===== src/common/epl_defines.svh =====
`ifndef EPL_DEFINES_SVH
`define EPL_DEFINES_SVH
// ==========================================
// Octet positions inside the parameter block
`define EPL_OCT_LEN 8'd1
`define EPL_OCT_TYPE 8'd2
`define EPL_OCT_SLOT 8'd3
`define EPL_OCT_RSV 8'd4
`define EPL_OCT_FLAGS 8'd5
`define EPL_OCT_SOL 8'd14
`define EPL_OCT_UNIT 8'd15
// ==========================================
// Header values
`define EPL_LEN_SHORT 8'h15
`define EPL_LEN_LONG 8'h29
`define EPL_BLK_TYPE 8'h81
`define EPL_BLK_SLOT 8'h02
// ==========================================
// Flag bit positions in the flag octet
`define EPL_FB_CLASS4 1
`define EPL_FB_PRE_ONE 2
`define EPL_FB_SCALE 3
`define EPL_FB_ALARM 4
`define EPL_FB_COMPAT 5
// ==========================================
// Resolution and range limits
`define EPL_ST_RES 32'h0000_4000
`define EPL_MIN_RES 32'h0000_0002
`define EPL_DEF_TMR 64'h0000_0000_0400_0000
`define EPL_UNIT_MAX 8'h03
`define EPL_CTL_MASTER_BIT 10
// ==========================================
// Profile versions, BCD
`define EPL_PROF_OLD 8'h31
`define EPL_PROF_NEW 8'h41
// ==========================================
// Register offsets and reset values
`define EPL_REG_CTRL 8'h00
`define EPL_REG_STATUS 8'h04
`define EPL_REG_UNITS_PER_REVOLUTION 8'h08
`define EPL_REG_TMR_LO 8'h0C
`define EPL_REG_TMR_HI 8'h10
`define EPL_REG_POS_ONE 8'h14
`define EPL_REG_POS_WIDE 8'h18
`define EPL_REG_COUNTS 8'h1C
`define EPL_RST_SOL 8'h01
`endif


===== src/common/epl_pkg.sv =====
package epl_pkg;
    // ==========================================
    // Loader phases
    typedef enum logic [1:0] {
        EPL_IDLE = 2'b00,
        EPL_COLLECT = 2'b01,
        EPL_EVAL = 2'b10
    } epl_phase_t;

    // Raw octets of one block
    typedef struct packed {
        logic [7:0] len;
        logic [7:0] btype;
        logic [7:0] slot;
        logic [7:0] rsv;
        logic [7:0] flags;
        logic [31:0] units_per_revolution;
        logic [31:0] tmr;
        logic [7:0] sol;
        logic [7:0] unit;
        logic [31:0] units_per_revolution_hi;
        logic [31:0] units_per_revolution_lo;
        logic [31:0] tmr_hi;
        logic [31:0] tmr_lo;
    } epl_raw_t;

    // Applied configuration
    typedef struct packed {
        logic class4;
        logic pre_one;
        logic scale;
        logic alarm;
        logic compat;
        logic [7:0] sol;
        logic [1:0] unit;
        logic [31:0] units_per_revolution;
        logic [63:0] tmr;
    } epl_cfg_t;

    // Loader state
    typedef struct packed {
        epl_phase_t phase;
        logic [7:0] idx;
        epl_raw_t raw;
        epl_cfg_t cfg;
        logic dir_ccw;
        logic [7:0] sol_param;
        logic res_vld;
        logic res_ok;
        logic [7:0] ok_cnt;
        logic [7:0] rej_cnt;
        logic [31:0] rdata;
        logic p_ack;
        logic p_nak;
        logic [7:0] sol_lim;
        logic ctl_req;
        logic [7:0] prof;
        logic short_diag;
    } epl_state_t;

    // Position counter state
    typedef struct packed {
        logic [13:0] acc;
        logic [63:0] one;
        logic [63:0] wide;
    } epl_pos_t;
endpackage : epl_pkg


===== src/rtl/epl_pos.sv =====
`timescale 1ns/1ps
`include "epl_defines.svh"
module epl_pos
    import epl_pkg::*;
(
    // Clock and reset
    input wire logic i_clk,
    input wire logic i_rst,
    // Motion and scaling
    input wire logic i_step,
    input wire logic i_up,
    input wire logic [14:0] i_units_per_revolution,
    input wire logic [63:0] i_tmr,
    // Preset
    input wire logic i_preset,
    input wire logic i_preset_one,
    input wire logic [63:0] i_preset_val,
    // Positions
    output logic [63:0] o_pos_one,
    output logic [63:0] o_pos_wide
);
    epl_pos_t st, nxt;
    logic [14:0] sum;
    logic unit;

    // Wrapping step by one unit
    function automatic logic [63:0] step_pos(logic [63:0] p, logic up, logic [63:0] tmr);
        if (up) begin
            step_pos = (p + 64'd1 >= tmr) ? 64'd0 : p + 64'd1;
        end else begin
            step_pos = (p == 64'd0) ? tmr - 64'd1 : p - 64'd1;
        end
    endfunction : step_pos

    // Fraction accumulator gives units_per_revolution units per turn
    always_comb begin
        nxt = st;
        sum = {1'b0, st.acc} + i_units_per_revolution;
        unit = sum[14];
        if (i_step) begin
            nxt.acc = sum[13:0];
            if (unit) begin
                nxt.one = step_pos(st.one, i_up, i_tmr);
                nxt.wide = step_pos(st.wide, i_up, i_tmr);
            end
        end
        if (i_preset && i_preset_val < i_tmr) begin
            nxt.wide = i_preset_val;
            if (i_preset_one) begin
                nxt.one = i_preset_val;
            end
        end
    end

    // State register
    always_ff @(posedge i_clk or posedge i_rst) begin
        if (i_rst) begin
            st <= '0;
        end else begin
            st <= nxt;
        end
    end

    assign o_pos_one = st.one;
    assign o_pos_wide = st.wide;
endmodule : epl_pos


===== src/rtl/epl_loader.sv =====
// Overview of operation
// - Octet one holds block length, only 21 or 41 accepted.
// - Octet two holds block type, always 129.
// - Octet three holds slot number, always 2.
// - Fields sit at listed octet plus block start offset.
// - Class-four flag gates preset; cleared flag refuses every preset.
// - Class four off: clockwise counts up, default scaling.
// - Preset hits values two and three; flag decides value one.
// - Scaling flag only acts while class four is on.
// - Alarm flag clear in compatibility mode gives short diagnosis only.
// - Outside compatibility, control words act only with master bit set.
// - Control-requested status bit is zero in compatibility, one otherwise.
// - Profile version is old in compatibility mode, new otherwise.
// - Sign-of-life limit from block only in compatibility mode.
// - Octet fifteen selects one of four speed units.
// - Units per turn between two and physical singleturn resolution.
// - Position advances by units per turn each shaft turn.
// - Total range up to 64-bit; singleturn needs it equal to units per turn.
// - 64-bit parameters rebuilt from upper and lower 32-bit halves.
// - Reject when 64 and 32 bit forms differ nonzero or both zero.
// - Counting direction selectable, clockwise or counter-clockwise.
// - Position wraps to zero past the total range.
`timescale 1ns/1ps
`include "epl_defines.svh"
module epl_loader
    import epl_pkg::*;
(
    // Clock and reset
    input wire logic i_clk,
    input wire logic i_rst,
    // Parameter octet stream
    input wire logic i_prm_start,
    input wire logic i_oct_vld,
    input wire logic [7:0] i_oct_data,
    input wire logic [7:0] i_blk_offset,
    input wire logic i_singleturn,
    // Cyclic control
    input wire logic [15:0] i_ctl_word_two,
    input wire logic i_preset_req,
    input wire logic [63:0] i_preset_val,
    input wire logic i_step,
    input wire logic i_step_cw,
    // Register port
    input wire logic [7:0] i_addr,
    input wire logic [31:0] i_wdata,
    input wire logic i_wr,
    input wire logic i_rd,
    output logic [31:0] o_rdata,
    // Results and mode outputs
    output logic o_result_vld,
    output logic o_result_ok,
    output logic o_preset_ack,
    output logic o_preset_nak,
    output logic o_ctl_requested,
    output logic [7:0] o_profile_ver,
    output logic o_short_diag,
    output logic [7:0] o_sol_limit,
    output logic [1:0] o_speed_unit,
    output logic [31:0] o_pos_one,
    output logic [31:0] o_pos_two,
    output logic [63:0] o_pos_wide
);
    epl_state_t st, nxt;
    logic [7:0] rel;
    logic chk_ok;
    epl_cfg_t new_cfg;
    logic do_preset;
    logic scale_on;
    logic [14:0] units_per_revolution_eff;
    logic [63:0] tmr_eff;
    logic [63:0] pos_one, pos_wide;
    logic [31:0] rd_val;

    // ==========================================
    // Helpers

    // Shift one octet into a big-endian word
    function automatic logic [31:0] sh32(logic [31:0] v, logic [7:0] d);
        sh32 = {v[23:0], d};
    endfunction : sh32

    // Inconsistent split between 32-bit and 64-bit forms
    function automatic logic bad_split(logic [31:0] a, logic [63:0] b);
        bad_split = (a != 32'd0 && b != 64'd0 && {32'd0, a} != b) || (a == 32'd0 && b == 64'd0);
    endfunction : bad_split

    // Pick the nonzero of the two forms
    function automatic logic [63:0] pick(logic [31:0] a, logic [63:0] b);
        pick = (a != 32'd0) ? {32'd0, a} : b;
    endfunction : pick

    // ==========================================
    // Block check and decoded configuration
    logic long_blk;
    logic [63:0] mupr64, tmr64, units_per_revolution_v, tmr_v;
    always_comb begin
        long_blk = st.raw.len == `EPL_LEN_LONG;
        mupr64 = long_blk ? {st.raw.units_per_revolution_hi, st.raw.units_per_revolution_lo} : 64'd0;
        tmr64 = long_blk ? {st.raw.tmr_hi, st.raw.tmr_lo} : 64'd0;
        units_per_revolution_v = pick(st.raw.units_per_revolution, mupr64);
        tmr_v = pick(st.raw.tmr, tmr64);
        new_cfg.class4 = st.raw.flags[`EPL_FB_CLASS4];
        new_cfg.pre_one = st.raw.flags[`EPL_FB_PRE_ONE];
        new_cfg.scale = st.raw.flags[`EPL_FB_SCALE];
        new_cfg.alarm = st.raw.flags[`EPL_FB_ALARM];
        new_cfg.compat = st.raw.flags[`EPL_FB_COMPAT];
        new_cfg.sol = st.raw.sol;
        new_cfg.unit = st.raw.unit[1:0];
        new_cfg.units_per_revolution = units_per_revolution_v[31:0];
        new_cfg.tmr = tmr_v;
        chk_ok = (long_blk || st.raw.len == `EPL_LEN_SHORT)
            && st.raw.btype == `EPL_BLK_TYPE
            && st.raw.slot == `EPL_BLK_SLOT
            && !bad_split(st.raw.units_per_revolution, mupr64)
            && !bad_split(st.raw.tmr, tmr64)
            && units_per_revolution_v >= {32'd0, `EPL_MIN_RES}
            && units_per_revolution_v <= {32'd0, `EPL_ST_RES}
            && tmr_v >= {32'd0, `EPL_MIN_RES}
            && (!i_singleturn || tmr_v == units_per_revolution_v)
            && st.raw.unit <= `EPL_UNIT_MAX
            && (!new_cfg.compat || st.raw.sol != 8'h00);
    end

    // ==========================================
    // Motion steering
    always_comb begin
        scale_on = st.cfg.class4 && st.cfg.scale;
        units_per_revolution_eff = scale_on ? st.cfg.units_per_revolution[14:0] : 15'(`EPL_ST_RES);
        tmr_eff = scale_on ? st.cfg.tmr : `EPL_DEF_TMR;
        do_preset = i_preset_req && st.cfg.class4
            && (st.cfg.compat || i_ctl_word_two[`EPL_CTL_MASTER_BIT]);
    end

    // Register read mux
    always_comb begin
        case (i_addr)
            `EPL_REG_CTRL: rd_val = {16'd0, st.sol_param, 7'd0, st.dir_ccw};
            `EPL_REG_STATUS: rd_val = {16'd0, 1'b0, st.cfg.unit, st.cfg.compat, st.cfg.alarm,
                st.cfg.scale, st.cfg.pre_one, st.cfg.class4, 6'd0, st.phase != EPL_IDLE, st.res_ok};
            `EPL_REG_UNITS_PER_REVOLUTION: rd_val = st.cfg.units_per_revolution;
            `EPL_REG_TMR_LO: rd_val = st.cfg.tmr[31:0];
            `EPL_REG_TMR_HI: rd_val = st.cfg.tmr[63:32];
            `EPL_REG_POS_ONE: rd_val = pos_one[31:0];
            `EPL_REG_POS_WIDE: rd_val = pos_wide[31:0];
            `EPL_REG_COUNTS: rd_val = {16'd0, st.rej_cnt, st.ok_cnt};
            default: rd_val = 32'd0;
        endcase
    end

    // ==========================================
    // Next state
    always_comb begin
        nxt = st;
        nxt.res_vld = 1'b0;
        nxt.p_ack = do_preset;
        nxt.p_nak = i_preset_req && !do_preset;
        rel = 8'(st.idx + 8'd1 - i_blk_offset);
        if (i_wr && i_addr == `EPL_REG_CTRL) begin
            nxt.dir_ccw = i_wdata[0];
            nxt.sol_param = i_wdata[15:8];
        end
        if (i_rd) begin
            nxt.rdata = rd_val;
        end
        case (st.phase)
            EPL_IDLE: begin
            end
            EPL_COLLECT: begin
                if (i_oct_vld) begin
                    nxt.idx = st.idx + 8'd1;
                    if (st.idx >= i_blk_offset) begin
                        if (rel == `EPL_OCT_LEN) nxt.raw.len = i_oct_data;
                        if (rel == `EPL_OCT_TYPE) nxt.raw.btype = i_oct_data;
                        if (rel == `EPL_OCT_SLOT) nxt.raw.slot = i_oct_data;
                        if (rel == `EPL_OCT_RSV) nxt.raw.rsv = i_oct_data;
                        if (rel == `EPL_OCT_FLAGS) nxt.raw.flags = i_oct_data;
                        if (rel inside {[8'd6:8'd9]}) nxt.raw.units_per_revolution = sh32(st.raw.units_per_revolution, i_oct_data);
                        if (rel inside {[8'd10:8'd13]}) nxt.raw.tmr = sh32(st.raw.tmr, i_oct_data);
                        if (rel == `EPL_OCT_SOL) nxt.raw.sol = i_oct_data;
                        if (rel == `EPL_OCT_UNIT) nxt.raw.unit = i_oct_data;
                        if (rel inside {[8'd22:8'd25]}) nxt.raw.units_per_revolution_hi = sh32(st.raw.units_per_revolution_hi, i_oct_data);
                        if (rel inside {[8'd26:8'd29]}) nxt.raw.units_per_revolution_lo = sh32(st.raw.units_per_revolution_lo, i_oct_data);
                        if (rel inside {[8'd30:8'd33]}) nxt.raw.tmr_hi = sh32(st.raw.tmr_hi, i_oct_data);
                        if (rel inside {[8'd34:8'd37]}) nxt.raw.tmr_lo = sh32(st.raw.tmr_lo, i_oct_data);
                        if (rel == `EPL_LEN_LONG || (rel == `EPL_LEN_SHORT && st.raw.len != `EPL_LEN_LONG)) begin
                            nxt.phase = EPL_EVAL;
                        end
                    end
                end
            end
            EPL_EVAL: begin
                nxt.res_vld = 1'b1;
                nxt.res_ok = chk_ok;
                nxt.phase = EPL_IDLE;
                if (chk_ok) begin
                    nxt.cfg = new_cfg;
                    nxt.ok_cnt = st.ok_cnt + 8'd1;
                end else begin
                    nxt.rej_cnt = st.rej_cnt + 8'd1;
                end
            end
            default: begin
                nxt.phase = EPL_IDLE;
            end
        endcase
        if (i_prm_start && st.phase != EPL_EVAL) begin
            nxt.phase = EPL_COLLECT;
            nxt.idx = 8'd0;
            nxt.raw = '0;
        end
        // Mode dependent outputs
        nxt.sol_lim = st.cfg.compat ? st.cfg.sol : st.sol_param;
        nxt.ctl_req = !st.cfg.compat;
        nxt.prof = st.cfg.compat ? `EPL_PROF_OLD : `EPL_PROF_NEW;
        nxt.short_diag = st.cfg.compat && !st.cfg.alarm;
    end

    // State register
    always_ff @(posedge i_clk or posedge i_rst) begin
        if (i_rst) begin
            st <= '0;
            st.sol_param <= `EPL_RST_SOL;
            st.sol_lim <= `EPL_RST_SOL;
            st.ctl_req <= 1'b1;
            st.prof <= `EPL_PROF_NEW;
            st.cfg.units_per_revolution <= `EPL_ST_RES;
            st.cfg.tmr <= `EPL_DEF_TMR;
        end else begin
            st <= nxt;
        end
    end

    // ==========================================
    // Position counter
    epl_pos u_pos (
        .i_clk(i_clk),
        .i_rst(i_rst),
        .i_step(i_step),
        .i_up(st.cfg.class4 ? (i_step_cw ^ st.dir_ccw) : i_step_cw),
        .i_units_per_revolution(units_per_revolution_eff),
        .i_tmr(tmr_eff),
        .i_preset(do_preset),
        .i_preset_one(st.cfg.pre_one),
        .i_preset_val(i_preset_val),
        .o_pos_one(pos_one),
        .o_pos_wide(pos_wide)
    );

    // Outputs from flops
    assign o_rdata = st.rdata;
    assign o_result_vld = st.res_vld;
    assign o_result_ok = st.res_ok;
    assign o_preset_ack = st.p_ack;
    assign o_preset_nak = st.p_nak;
    assign o_ctl_requested = st.ctl_req;
    assign o_profile_ver = st.prof;
    assign o_short_diag = st.short_diag;
    assign o_sol_limit = st.sol_lim;
    assign o_speed_unit = st.cfg.unit;
    assign o_pos_one = pos_one[31:0];
    assign o_pos_two = pos_wide[31:0];
    assign o_pos_wide = pos_wide;
endmodule : epl_loader


===== config.mk =====
export PLATFORM = sky130hd
export DESIGN_NAME = epl_loader
export DESIGN_NICKNAME = d
export VERILOG_FILES = /design/src/common/epl_pkg.sv /design/src/rtl/epl_pos.sv /design/src/rtl/epl_loader.sv
export VERILOG_INCLUDE_DIRS = /design/src /design/src/common
export SDC_FILE = /design/constraint.sdc
export NUM_CORES = 2
export LEC_CHECK = 0
export BUFFER_PORTS_ARGS = -buffer_cell sky130_fd_sc_hd__clkbuf_2
export CORE_MARGIN = 2
export CORE_UTILIZATION = 30
export DETAILED_ROUTE_END_ITERATION = 12
export SLEW_MARGIN = 20
export SYNTH_ARGS = -nofsm -noshare
export SYNTH_HDL_FRONTEND = slang
export SYNTH_SLANG_ARGS = --single-unit

===== constraint.sdc =====
create_clock -name i_clk -period 50.7 [get_ports i_clk]
set_input_delay 2.535 -clock i_clk [delete_from_list [all_inputs] [get_ports i_clk]]
set_output_delay 2.535 -clock i_clk [all_outputs]
set_load 0.005 [all_outputs]

==> metrics.yaml <==
setup_viol: 0
clk_latency_ps: 700
period_minus_slack_ps: 8280
min-delay-start: "st[67]"
critPathBufInv: 1
drv_cap: 0
combPwrFrac: 0.182
first_iter_violations: 5420
synth_area_um2: 44000
max_freq_mhz: 121
syn2layout_area_growth_pct: 9.97
nFillCells: 15200
row_count: 140
pwr-share-seq: 0.408
max_stage_delay_ps: 860
post-cts-setup-buffers: 0
ff2ff_path_depth: 20
antenna_found_initial: 8
fin_tns_setup_ps: 0
cellPowerDensity_nw_per_um2: 27.9
io_pins: 330
maxSlewViolCount: 0
dpl.hpwl_mm: 142
critPathKind: "reg -> reg"
via_count: 42800
ctsResizeCount: 0
path_cells: "ha_1 > nand3_1 > nor2_1 > and3_1 > nand4_1 > nand2b_1 > nor2_1 > nand3_1 > xnor2_1 > ha_1 > a21o_1 > a21o_1 > a21o_1 > a21oi_1 > o21a_1 > nand2_1 > o21ai_4 > buf_4 > a211oi_1 > o21ai_0"
grt_pass1_wl_mm: 280
synth.most_common_cell: "dfrtp_1"
die_h_um: 387
firstDrtPassIters: 7
ctsLongestPathBuffers: 3
gp_congestion: 1.03
place_ws_ps: 42870
core_area_um2: 146000
cp_top_family: "simple AND/OR/NAND/NOR gates"
synthTopCellsByArea: "dfrtp_1, ha_1, xnor2_1, nand2_1, mux2i_1"
ys_async_sr_fraction: 1.00
synthCells: 5341
fin_total_pwr_w: 0.00135
clock_sinks: 572
r2r_slack_ps: 42420
crit_slowest_cell: "o21ai_4"
ir_worst_vdd_v: 0.0000229
relSlewSlack: 0.157
ys_seq_area_frac: 0.326
synth_top_cell_by_area: "dfrtp_1"
p_leak_nw: 20.3
layout_setup_ws_ps: 42420
clkPwrFrac: 0.409
hold_end: "st[67]"
die_area_um2: 150000
hold_buffers: 0
yosysWarnings: 0
io_buffers: 286
h-tree-depth: 3
min_delay_path_depth: 1
path_clk_slew_ps: 60
yosysTopAreaCellShare: 0.323
root_buffer: "clkbuf_16"
cts_tree: "built"
nets: 5597
synth_edf_count: 0
crit_path_start: "u_pos.o_pos_wide[0]"
min_path_type: "reg -> reg"
ant_nets: 0
grt-ovfl-total: 0
crit_path_end_kind: "flip-flop"
critPathRequiredTime_ps: 51300
ys_seq_elements: 572
vias_per_cell: 5.95
die_w_um: 387
fin_area_um2: 48400
internal_power_w: 0.000895
dpl_cell_area_um2: 45800
p_sw_w: 0.000456
reg2reg_from: "u_pos.o_pos_wide[0]"
rsz0062_at_grt: "false"
route.detailed.wl_per_inst_um: 26.6
synthTopCellsByCount: "dfrtp_1, nand2_1, nor2_1"
grt_max_degree: 174
synth_cell_types: 92
final_hold_viol_count: 0
routed_wl_mm: 192
fin_crit_sh: 0.163
drive_gt1_frac: 0.115
first_global_vias: 40600
ys.flop_type: "dfrtp_1"
worst_path_most_repeated_cell: "a21o_1"
syn_avg_cell_area_um2: 8.24
cp-start-kind: "flip-flop"
cts_made_buffers: 71
tightestPinTransition_ps: 1250
fin_skew_ps: 52.0
crit_path_max_fanout: 28
drc: 0
worstPathArrival_ps: 8880
grt_use_total: 0.248
worstReg2RegEnd: "u_pos.o_pos_wide[20]"
start_util: 0.302
outcome: "finished, final reports clean"
p_sw_frac: 0.338
[state kept, by name (all words and copies together), names as in the netlist]
register,cells
st,366
o_short_diag,1
o_speed_unit,2
u_pos.o_pos_wide,64
u_pos.o_pos_one,64
u_pos.st,14
o_preset_ack,1
o_result_vld,1
new_cfg,15
o_preset_nak,1
o_profile_ver,2
o_result_ok,1
o_rdata,32
o_sol_limit,8
[cell type report]
cell class | count | area (µm²) | share of cell area
tap | 1917 | 2400 | 0.0496
clock buffer | 93 | 1960 | 0.0405
clock inverter | 37 | 557 | 0.0115
sequential | 572 | 14300 | 0.296
multi-input combinational | 4100 | 26600 | 0.551
timing repair buffer | 371 | 2090 | 0.0433
antenna | 3 | 7.51 | 0.000155
inverter | 104 | 398 | 0.00823
[power by group through the flow]
stage               clock (W)  combinational [W]  sequential (W)
floorplan                   0           0.000206        0.000502
global placement            0           0.000239        0.000555
detailed placement          0           0.000241        0.000555
CTS                  0.000561           0.000243        0.000547
global route         0.000580           0.000270        0.000552
finish               0.000553           0.000246        0.000552
[through the flow]
step / hold WS [ps] / utilization / instances
CTS: 479 / 0.332 / 7194
floorplan: 367 / - / 5344
finish: 480 / 0.332 / 7197
global placement: 469 / 0.315 / 7064
global route: 508 / 0.332 / 7194
detailed placement: 468 / 0.315 / 7064
[metal layers]
| metal | up-vias | track usage | wire, µm |
|---|---|---|---|
| met3 | 533 | 0.0609 | 20500 |
| met5 | - | 0 | 31 |
| met4 | 6 | 0.141 | 12200 |
| li1 | 18900 | - | - |
| met1 | 20900 | 0.327 | 77700 |
| met2 | 2466 | 0.368 | 81000 |
[placed cells by master, fill, tap and decap left out, types with 24 or more instances in the layout]
cell type | synthesis | routed
nor2b_1 | 36 | 36
mux2_2 | 49 | 48
a211oi_1 | 63 | 63
nand2_1 | 560 | 557
dfrtp_1 | 567 | 567
a31oi_1 | 97 | 97
o21ai_0 | 374 | 373
or4_1 | 32 | 31
o211ai_1 | 29 | 29
ha_1 | 229 | 229
or3_1 | 29 | 28
buf_4 | 179 | 83
clkbuf_2 | 1 | 286
clkbuf_16 | 0 | 71
nor4_1 | 86 | 81
and3_1 | 56 | 55
a22oi_1 | 38 | 38
nor4bb_1 | 35 | 34
a21o_1 | 106 | 104
a21oi_1 | 281 | 279
a221oi_1 | 63 | 63
xnor2_1 | 261 | 260
nand2b_1 | 24 | 24
o32ai_1 | 28 | 28
mux2i_1 | 205 | 204
xor2_1 | 121 | 120
o21ai_1 | 48 | 48
nand4_1 | 111 | 111
nor3_1 | 151 | 148
nor2_1 | 522 | 516
nand3_1 | 165 | 165
inv_1 | 104 | 103
[how the worst max path moves through the flow]
| stage | depth (start not counted) | slack (ps) | end |
|---|---|---|---|
| 2_1_floorplan | 1 | 32170 | new_cfg[100] |
| 3_3_place_gp | 20 | 42870 | u_pos.o_pos_wide[30] |
| 3_5_place_dp | 20 | 42870 | u_pos.o_pos_wide[20] |
| 4_1_cts | 20 | 42810 | u_pos.o_pos_wide[30] |
| 5_1_grt | 20 | 42470 | u_pos.o_pos_wide[30] |
| 6_report | 20 | 42420 | u_pos.o_pos_wide[20] |
[kinds of logic (layout without fill, tap and decap cells)]
family,after synthesis,in the layout,share of synthesized area
buffers and inverters,672,605,0.0736
adder cells (fa/ha/maj),231,231,0.0661
AO/OA/AOI/OAI,1323,1323,0.190
XOR/XNOR,382,382,0.0761
other,2,8,0.000171
AND/OR/NAND/NOR,1899,1899,0.208
multiplexers,260,260,0.0607
flip-flops,572,572,0.326
Note: power is estimated with default switching activity, not from simulation.
